## src/port_cfg_consts.svh

```systemverilog
`ifndef PORT_CFG_CONSTS_SVH
`define PORT_CFG_CONSTS_SVH

`define PORT2_DRIVE_ADDR    8'hA6
`define PORT3_DRIVE_ADDR    8'hAE
`define PORT3_DATA_ADDR     8'hB0
`define PORT2_BYPASS_ADDR   8'hD6
`define PORT3_ANALOG_ADDR   8'hF4
`define CONFIG_PAGE         8'h0F
`define PORT2_DRIVE_RESET   8'h00
`define PORT3_DRIVE_RESET   8'h00
`define PORT3_DATA_RESET    8'hFF
`define PORT2_BYPASS_RESET  8'h00
`define PORT3_ANALOG_RESET  8'hFF
`define PORT2_ANALOG_RESET  8'hFF

`endif

```

## src/port_cfg_pkg.sv

```systemverilog
`default_nettype none
package port_cfg_pkg;

  typedef struct packed {
    logic       wr;
    logic       rd;
    logic       bit_wr;
    logic [7:0] addr;
    logic [2:0] bit_sel;
    logic       bit_val;
    logic [7:0] wdata;
    logic [7:0] page;
  } sfr_req_t;

  typedef struct packed {
    logic [7:0] p2_drive;
    logic [7:0] p3_drive;
    logic [7:0] p3_latch;
    logic [7:0] p2_bypass;
    logic [7:0] p3_analog;
    logic [7:0] rdata;
    logic       rvalid;
    logic [7:0] p3_out;
    logic [7:0] p3_oe;
    logic [7:0] p3_pullup;
    logic [7:0] p3_rx_en;
    logic [7:0] p2_push_pull;
  } port_state_t;

endpackage
`default_nettype wire

```

## src/port_pin_config_bank.sv

```systemverilog
// Function
// output-mode bit n controls pin n of its port, bits 7..0 to pins 7..0
// output-mode bit 0 gives open-drain driver, 1 gives push-pull
// output-mode bit ignored while matching analog-select bit is 0
// port3 analog-select 0 makes pin analog, 1 keeps it digital
// analog pin loses weak pull-up and digital input receiver
// software must set analog pins to open-drain as well
// bypass bit 1 makes crossbar skip the port2 pin, 0 leaves it available
// software should set bypass bits for analog, special or GPIO pins
// writing port3 data loads output latch, 0 low, 1 high
// reading port3 data returns sampled pin levels of digital pins
// port3 data decoded on every page, with single-bit writes
// configuration registers respond only on configuration page
// open-drain pulls low on latch 0, releases pin on latch 1
`include "port_cfg_consts.svh"
`timescale 1ns/100ps
`default_nettype none

module port_pin_config_bank
  import port_cfg_pkg::*;
#(
  parameter int WIDTH = 8
) (
  // clock and reset
  input  wire logic             mclk,
  input  wire logic             rst,
  // special-function-register bus
  input  wire sfr_req_t         req,
  output logic [WIDTH-1:0]      rdata,
  output logic                  rvalid,
  // port 2 analog selection, held outside this block
  input  wire logic [WIDTH-1:0] port2_analog_select,
  // port 3 pins
  input  wire logic [WIDTH-1:0] p3_pin_in,
  output logic [WIDTH-1:0]      p3_pin_out,
  output logic [WIDTH-1:0]      p3_pin_oe,
  output logic [WIDTH-1:0]      p3_pullup_en,
  output logic [WIDTH-1:0]      p3_rx_en,
  // configuration seen by port 2 drivers and the crossbar
  output logic [WIDTH-1:0]      p2_push_pull,
  output logic [WIDTH-1:0]      port2_crossbar_bypass
);

  port_state_t s;
  port_state_t next_s;
  logic        cfg_page;
  logic [7:0]  p3_read;

  function automatic logic [7:0] bit_merge(input logic [7:0] old, input logic [2:0] idx, input logic v);
    logic [7:0] r;
    r = old;
    r[idx] = v;
    return r;
  endfunction

  // open-drain enables the driver only for a low; R2 push-pull always drives
  function automatic logic [7:0] pin_enable(input logic [7:0] latch, input logic [7:0] drive, input logic [7:0] ana);
    return (drive & ana) | ~latch;
  endfunction

  // drive type counts only on digital pins
  function automatic logic [7:0] pin_value(input logic [7:0] latch, input logic [7:0] drive, input logic [7:0] ana);
    return latch & drive & ana;
  endfunction

  always_comb begin
    next_s = s;
    // configuration page gate
    cfg_page = (req.page == `CONFIG_PAGE);
    // digital pins return pin level, analog pins read 0
    p3_read = p3_pin_in & s.p3_analog;
    next_s.rvalid = req.rd;
    next_s.rdata = 8'h00;
    if (req.rd) begin
      case (req.addr)
        `PORT3_DATA_ADDR:   next_s.rdata = p3_read;
        `PORT2_DRIVE_ADDR:  next_s.rdata = cfg_page ? s.p2_drive : 8'h00;
        `PORT3_DRIVE_ADDR:  next_s.rdata = cfg_page ? s.p3_drive : 8'h00;
        `PORT2_BYPASS_ADDR: next_s.rdata = cfg_page ? s.p2_bypass : 8'h00;
        `PORT3_ANALOG_ADDR: next_s.rdata = cfg_page ? s.p3_analog : 8'h00;
        default:            next_s.rdata = 8'h00;
      endcase
    end
    // latch load; R11 any page, bit access
    if (req.wr && req.addr == `PORT3_DATA_ADDR) begin
      next_s.p3_latch = req.wdata;
    end else if (req.bit_wr && req.addr == `PORT3_DATA_ADDR) begin
      next_s.p3_latch = bit_merge(s.p3_latch, req.bit_sel, req.bit_val);
    end
    if (req.wr && cfg_page) begin
      case (req.addr)
        `PORT2_DRIVE_ADDR:  next_s.p2_drive = req.wdata;
        `PORT3_DRIVE_ADDR:  next_s.p3_drive = req.wdata;
        `PORT2_BYPASS_ADDR: next_s.p2_bypass = req.wdata;
        `PORT3_ANALOG_ADDR: next_s.p3_analog = req.wdata;
        default:            next_s.p3_analog = s.p3_analog;
      endcase
    end
    // push-pull only on digital pins with drive bit set
    next_s.p2_push_pull = next_s.p2_drive & port2_analog_select;
    // open-drain drives only low; R2 push-pull drives both levels
    next_s.p3_out = pin_value(next_s.p3_latch, next_s.p3_drive, next_s.p3_analog);
    next_s.p3_oe = pin_enable(next_s.p3_latch, next_s.p3_drive, next_s.p3_analog);
    // analog pins lose pull-up and receiver
    next_s.p3_pullup = next_s.p3_analog;
    next_s.p3_rx_en = next_s.p3_analog;
  end

  always_ff @(posedge mclk) begin
    if (rst) begin
      s.p2_drive     <= `PORT2_DRIVE_RESET;
      s.p3_drive     <= `PORT3_DRIVE_RESET;
      s.p3_latch     <= `PORT3_DATA_RESET;
      s.p2_bypass    <= `PORT2_BYPASS_RESET;
      s.p3_analog    <= `PORT3_ANALOG_RESET;
      s.rdata        <= 8'h00;
      s.rvalid       <= 1'b0;
      s.p3_out       <= 8'h00;
      s.p3_oe        <= 8'h00;
      s.p3_pullup    <= 8'hFF;
      s.p3_rx_en     <= 8'hFF;
      s.p2_push_pull <= 8'h00;
    end else begin
      s <= next_s;
    end
  end

  assign rdata = s.rdata;
  assign rvalid = s.rvalid;
  assign p3_pin_out = s.p3_out;
  assign p3_pin_oe = s.p3_oe;
  assign p3_pullup_en = s.p3_pullup;
  assign p3_rx_en = s.p3_rx_en;
  assign p2_push_pull = s.p2_push_pull;
  // skip bits go straight to the crossbar
  assign port2_crossbar_bypass = s.p2_bypass;

  // latch 0 always pulls low
  od_low_a: assert property (@(posedge mclk) disable iff (rst)
    !s.p3_latch[0] |-> s.p3_oe[0] && !s.p3_out[0]) else $error("latch low not driven");
  // open-drain high releases pin
  od_release_a: assert property (@(posedge mclk) disable iff (rst)
    s.p3_latch[1] && !s.p3_drive[1] |-> !s.p3_oe[1]) else $error("open-drain high driven");
  // analog pin never push-pull
  analog_ignore_a: assert property (@(posedge mclk) disable iff (rst)
    !s.p3_analog[2] && s.p3_latch[2] |-> !s.p3_oe[2]) else $error("analog pin driven high");
  // analog pin loses pull-up
  analog_pull_a: assert property (@(posedge mclk) disable iff (rst)
    (s.p3_pullup == s.p3_analog) && (s.p3_rx_en == s.p3_analog)) else $error("pull-up mismatch");
  // data write loads latch
  data_write_a: assert property (@(posedge mclk) disable iff (rst)
    req.wr && req.addr == `PORT3_DATA_ADDR |=> s.p3_latch == $past(req.wdata)) else $error("latch not loaded");
  // bit write touches one bit
  bit_write_a: assert property (@(posedge mclk) disable iff (rst)
    req.bit_wr && !req.wr && req.addr == `PORT3_DATA_ADDR |=> s.p3_latch[$past(req.bit_sel)] == $past(req.bit_val))
    else $error("bit write lost");
  // off-page write ignored
  page_gate_a: assert property (@(posedge mclk) disable iff (rst)
    req.wr && req.page != `CONFIG_PAGE |=> $stable(s.p2_bypass) && $stable(s.p3_drive)) else $error("off-page write");
  // read returns pins
  read_pins_a: assert property (@(posedge mclk) disable iff (rst)
    req.rd && req.addr == `PORT3_DATA_ADDR |=> rvalid && rdata == ($past(p3_pin_in) & $past(s.p3_analog)))
    else $error("read not pin level");
  // push-pull drives high
  push_high_a: assert property (@(posedge mclk) disable iff (rst)
    s.p3_drive[3] && s.p3_analog[3] && s.p3_latch[3] |-> s.p3_oe[3] && s.p3_out[3]) else $error("push-pull not high");

  // read answered one cycle later
  rvalid_follow_a: assert property (@(posedge mclk) disable iff (rst)
    req.rd |=> rvalid) else $error("read not answered");

  // no answer without a read
  rvalid_drop_a: assert property (@(posedge mclk) disable iff (rst)
    !req.rd |=> !rvalid) else $error("spurious read answer");

  // off-page config read gives zero
  off_page_read_a: assert property (@(posedge mclk) disable iff (rst)
    req.rd && req.page != `CONFIG_PAGE && req.addr == `PORT2_BYPASS_ADDR |=> rdata == 8'h00)
    else $error("off-page read not zero");

  // on-page config read returns register
  cfg_read_a: assert property (@(posedge mclk) disable iff (rst)
    req.rd && req.page == `CONFIG_PAGE && req.addr == `PORT3_ANALOG_ADDR |=> rdata == $past(s.p3_analog))
    else $error("config read wrong");

  // bypass write reaches crossbar
  bypass_load_a: assert property (@(posedge mclk) disable iff (rst)
    req.wr && req.page == `CONFIG_PAGE && req.addr == `PORT2_BYPASS_ADDR |=> port2_crossbar_bypass == $past(req.wdata))
    else $error("bypass not loaded");

  // drive type write lands
  drive_load_a: assert property (@(posedge mclk) disable iff (rst)
    req.wr && req.page == `CONFIG_PAGE && req.addr == `PORT2_DRIVE_ADDR |=> s.p2_drive == $past(req.wdata))
    else $error("drive type not loaded");

  // port2 drive type masked by analog select
  p2_type_a: assert property (@(posedge mclk) disable iff (rst)
    p2_push_pull == (s.p2_drive & $past(port2_analog_select))) else $error("port2 drive type wrong");

  // every pin value follows its own bits
  pin_value_a: assert property (@(posedge mclk) disable iff (rst)
    p3_pin_out == (s.p3_latch & s.p3_drive & s.p3_analog)) else $error("pin value wrong");

  // every pin enable follows its own bits
  pin_enable_a: assert property (@(posedge mclk) disable iff (rst)
    p3_pin_oe == ((s.p3_drive & s.p3_analog) | ~s.p3_latch)) else $error("pin enable wrong");

  // bit write leaves other bits alone
  bit_keep_a: assert property (@(posedge mclk) disable iff (rst)
    req.bit_wr && !req.wr && req.addr == `PORT3_DATA_ADDR |=>
    (s.p3_latch | (8'h01 << $past(req.bit_sel))) == ($past(s.p3_latch) | (8'h01 << $past(req.bit_sel))))
    else $error("bit write disturbed others");

  // reset leaves pins digital with latch high
  reset_state_a: assert property (@(posedge mclk)
    rst |=> s.p3_latch == `PORT3_DATA_RESET && s.p3_analog == `PORT3_ANALOG_RESET && s.p2_drive == `PORT2_DRIVE_RESET)
    else $error("reset state wrong");

  // analog pin reads zero
  analog_read_a: assert property (@(posedge mclk) disable iff (rst)
    req.rd && req.addr == `PORT3_DATA_ADDR && !s.p3_analog[5] |=> !rdata[5])
    else $error("analog pin read as digital");

  cover_bypass_c: cover property (@(posedge mclk) req.wr && cfg_page && req.addr == `PORT2_BYPASS_ADDR);
  cover_bitwr_c: cover property (@(posedge mclk) req.bit_wr && req.addr == `PORT3_DATA_ADDR);
  cover_analog_c: cover property (@(posedge mclk) s.p3_analog != 8'hFF);
  cover_offpage_c: cover property (@(posedge mclk) req.wr && !cfg_page);
  cover_read_c: cover property (@(posedge mclk) rvalid && rdata != 8'h00);

endmodule

`default_nettype wire

```

## config.mk

```make
export PLATFORM = sky130hd
export DESIGN_NAME = port_pin_config_bank
export DESIGN_NICKNAME = d
export VERILOG_FILES = /design/src/port_cfg_pkg.sv /design/src/port_pin_config_bank.sv
export VERILOG_INCLUDE_DIRS = /design/src
export SDC_FILE = /design/constraint.sdc
export NUM_CORES = 1
export LEC_CHECK = 0
export BUFFER_PORTS_ARGS = -buffer_cell sky130_fd_sc_hd__clkbuf_2
export CORE_MARGIN = 10
export CORE_UTILIZATION = 49
export CTS_CLUSTER_SIZE = 14
export DETAILED_ROUTE_END_ITERATION = 6
export GPL_TIMING_DRIVEN = 0
export PLACE_DENSITY = 0.78
export SYNTH_ARGS = -nofsm -noshare
export SYNTH_HDL_FRONTEND = slang
export SYNTH_SLANG_ARGS = --single-unit
```

## constraint.sdc

```tcl
create_clock -name mclk -period 2.5 [get_ports mclk]
set_clock_uncertainty 0.2 [all_clocks]
set_input_delay 0.5 -clock mclk [delete_from_list [all_inputs] [get_ports mclk]]
set_output_delay 0.5 -clock mclk [all_outputs]
set_load 0.02 [all_outputs]
```

==> metrics.md <==
| Metric | Value |
|---|---|
| Clk Latency, worst-skew pair | around 0.35 ns |
| Critical path origin | req[26] |
| Setup slack, reg-to-reg | 1.12 ns |
| Psw | 0.535 mW |
| Synth area leader | dfxtp_1 |
| I/O pins | 106 |
| Crit path largest cell delay | between 0.8 and 0.9 ns |
| GRT Total Usage | 0.172 |
| Worst IR Drop VDD | around 0.32 mV |
| Initial Util | 0.502 |
| Combinational Power Share | 0.057 |
| Vias | between 3000 and 4000 |
| Critical path's top delay family | simple AND/OR/NAND/NOR gates |
| Floorplan row count | 31 |
| CTS hold repair buffers | 0 |
| # setup viols final | 0 |
| FFs w/ async S/R, synth | 0 |
| First-pass GRT wire length | ~16 mm |
| Seq pwr share | 0.502 |
| Post-route DRC | 1 |
| Post-route antenna net violation count | 0 |
| Avg WL per Cell | between 15 and 20 um |
| Hold Vio Cnt, Final | 0 |
| Final WL | 9.87 mm |
| Layout cells sized above 1 | 0.410 |
| Grt total ovfl | 0 |
| Core Box Area | 7210 um2 |
| Clk root buf | clkbuf_8 |
| Outcome | complete, but fails checks |
| Int Pwr | 1.78 mW |
| Slack of the critical path | around 0.42 ns |
| PostCTS Resize Cnt | 0 |
| Seq/Total Area, Yosys | 0.404 |
| Synth top area share | 0.404 |
| # clock sinks | 73 |
| Die ar. | ~11000 um2 |
| RSZ-0062 raised after global routing | no |
| Initial antenna violation count | 0 |
| Iteration-0 DRC Markers | between 200 and 250 |
| Post-synth EDFFs | 0 |
| Post-Synthesis Cell Area | 3620 um2 |
| CTS tree | done |
| Tmin final | 2.08 ns |
| Crit path cell chain | clkbuf_2 -> nand4bb_4 -> nor3_1 -> a222oi_1 -> o22ai_1 |
| Hold Slack | between 0.15 and 0.2 ns |
| Clock Path Buffers | 2 |
| Max-Slew Margin vs Limit | 0.296 |
| Detail Placement HPWL | around 7.8 mm |
| Worst Path Max Fanout | 8 |
| Setup crit end | rdata[1]$_SDFF_PP0_ |
| Die Y | around 110 um |
| Synth Instances | slightly below 400 |
| Tcrit/Tclk final | 0.830 |
| DRT Pass-1 Iters | 7 |
| Final nets | ~560 |
| Post-CTS Setup Inserts | 0 |
| Largest net degree at the start of global routing | 14 |
| CP max-delay cell | nor3_1 |
| R2R Path End | p3_pin_out[6]$_SDFF_PP0_ |
| Syn. warnings | 0 |
| FF-to-FF Start | s[71]$_SDFF_PP1_ |
| Clk pwr share | 0.441 |
| Failing checks | design-rule violations |
| Worst path depth | 5 |
| Pleak | between 1.5 and 2 nW |
| Setup TNS | 0 ns |
| Data arrival, critical path | between 2 and 2.5 ns |
| Top FF cell, synth | dfxtp_1 |
| Type of the most critical hold path | primary input to register |
| Synth top area cells | dfxtp_1 40%, buf_4 13%, mux2i_1 6.6% |
| Max-Cap Viols | 0 |
| DP Worst Slack | roughly 0.13 ns |
| CTS buffer count | 9 |
| R2R depth | 4 |
| WP data required | between 2 and 3 ns |
| Synthesis-to-layout area growth | 23.5% |
| Fillers | ~620 |
| CTS H-tree lvls | 3 |
| Least-Margin Pin Slew | around 1.0 ns |
| Worst Path Buf+Inv | 1 |
| Crit end category | register |
| Width of the die | ~110 um |
| Netlist cell types | 42 |
| Vias in the first global route | around 3200 |
| Sw Ratio | 0.231 |
| PD cells | between 500 and 600 nW/um2 |
| Gpl congestion | between 0.8 and 0.9 |
| Synth Area per Inst | slightly above 9 um2 |
| Worst-path clk slew | 0.08 ns |
| ANT cells | 0 |
| Flops & latches, synth | 73 |
| F_max | around 480 MHz |
| Port buffer count | about 100 |
| Syn Nets | roughly 450 |
| Vias per std cell | between 5 and 6 |
| Startpoint types | primary input |
| Final slew viol count | 0 |
| WS Path Type | primary input to register |
how the worst min path moves through the flow:
stage	startpoint	end	slack [ns]	cells after the start
floorplan	s[73]$_SDFF_PP0_	s[73]$_SDFF_PP0_	0.24	2
global placement	s[80]$_SDFF_PP0_	s[80]$_SDFF_PP0_	0.26	2
detailed placement	s[74]$_SDFF_PP0_	s[74]$_SDFF_PP0_	0.27	2
CTS	port2_analog_select[5]	p2_push_pull[5]$_SDFF_PP0_	0.17	2
global route	port2_analog_select[7]	p2_push_pull[7]$_SDFF_PP0_	0.17	2
finish	port2_analog_select[5]	p2_push_pull[5]$_SDFF_PP0_	0.18	2
metrics by stage:
stage / total power, mW / cells / util / cell area [um2]
2_1_floorplan: 1.25 / 397 / - / 3620
3_3_place_gp: 1.32 / 598 / 0.590 / 4250
3_5_place_dp: 1.32 / 598 / 0.590 / 4250
4_1_cts: 2.33 / 614 / 0.620 / 4470
5_1_grt: 2.39 / 614 / 0.620 / 4470
6_report: 2.32 / 614 / 0.620 / 4470
state kept, by name (all words and copies together), names as in the netlist:
name,flops
s,24
p2_push_pull,8
p3_pin_oe,8
p3_pin_out,8
p3_rx_en,8
port2_crossbar_bypass,8
rdata,8
rvalid,1
layout make-up:
class                   count  area, um2  area share
multi-input cells         236       1590       0.355
flip-flops and latches     73       1460       0.327
plain buffers              77        532       0.119
repair buffers            102        510       0.114
clock buffers              10        128      0.0285
well taps                  99        124      0.0277
clock inverters             6       90.1      0.0201
inverters                  11       41.3     0.00923
cell usage after synthesis, drive strengths merged (3+ instances only):
| master | count |
|---|---|
| inv | 11 |
| o21ai | 8 |
| mux2i | 24 |
| dfxtp | 73 |
| or2 | 4 |
| buf | 67 |
| a211oi | 8 |
| clkbuf | 10 |
| o22ai | 10 |
| and4bb | 3 |
| nor3 | 9 |
| o2bb2ai | 7 |
| nand3b | 5 |
| o221ai | 9 |
| nand3 | 3 |
| nor3b | 10 |
| a21oi | 28 |
| a222oi | 8 |
| nor2 | 44 |
| nand2 | 40 |
power groups by stage:
stage                     combinational (mW)  sequential (mW)  clock (mW)
after floorplan                       0.0570             1.19           0
after global placement                 0.127             1.19           0
after detailed placement               0.130             1.19           0
after CTS                              0.131             1.16        1.03
after global routing                   0.143             1.16        1.09
final                                  0.131             1.16        1.02
logic make-up after synthesis:
logic type | Yosys count | share of synthesized area
AO/OA/AOI/OAI | 81 | 0.161
buffers and inverters | 88 | 0.158
flip-flops | 73 | 0.404
multiplexers | 25 | 0.0695
AND/OR/NAND/NOR | 130 | 0.207
cell usage in the layout, fill, tap and decap left out, types with 2 or more instances in the layout:
cell         n
o22ai_1     10
buf_2        5
buf_4       61
clkbuf_2   102
nand3_1      3
a222oi_1     8
inv_1       11
nor2b_1      2
a311oi_1     2
clkbuf_8     9
nor3_1       7
a211oi_1     2
a21oi_1     26
nor3b_1      2
nand3b_1     5
o21ai_0      8
dfxtp_1     73
and4bb_2     3
and2_1       2
o2bb2ai_1    7
clkbuf_1    11
nor2_1      42
inv_6        2
bufinv_16    2
nand2_1     40
a211oi_2     6
o221ai_1     9
nor3b_2      8
mux2i_1     24
a21oi_2      2
or2_1        4
routing by layer:
metal / GRT usage / vias to the layer above / part of all wire
met5: 0 / - / 0
met2: 0.275 / 157 / 0.47
met4: 0.0629 / 0 / 0.019
li1: - / 1569 / -
met3: 0.0634 / 19 / 0.094
met1: 0.207 / 1501 / 0.42
Note: power is estimated with default switching activity, not from simulation.
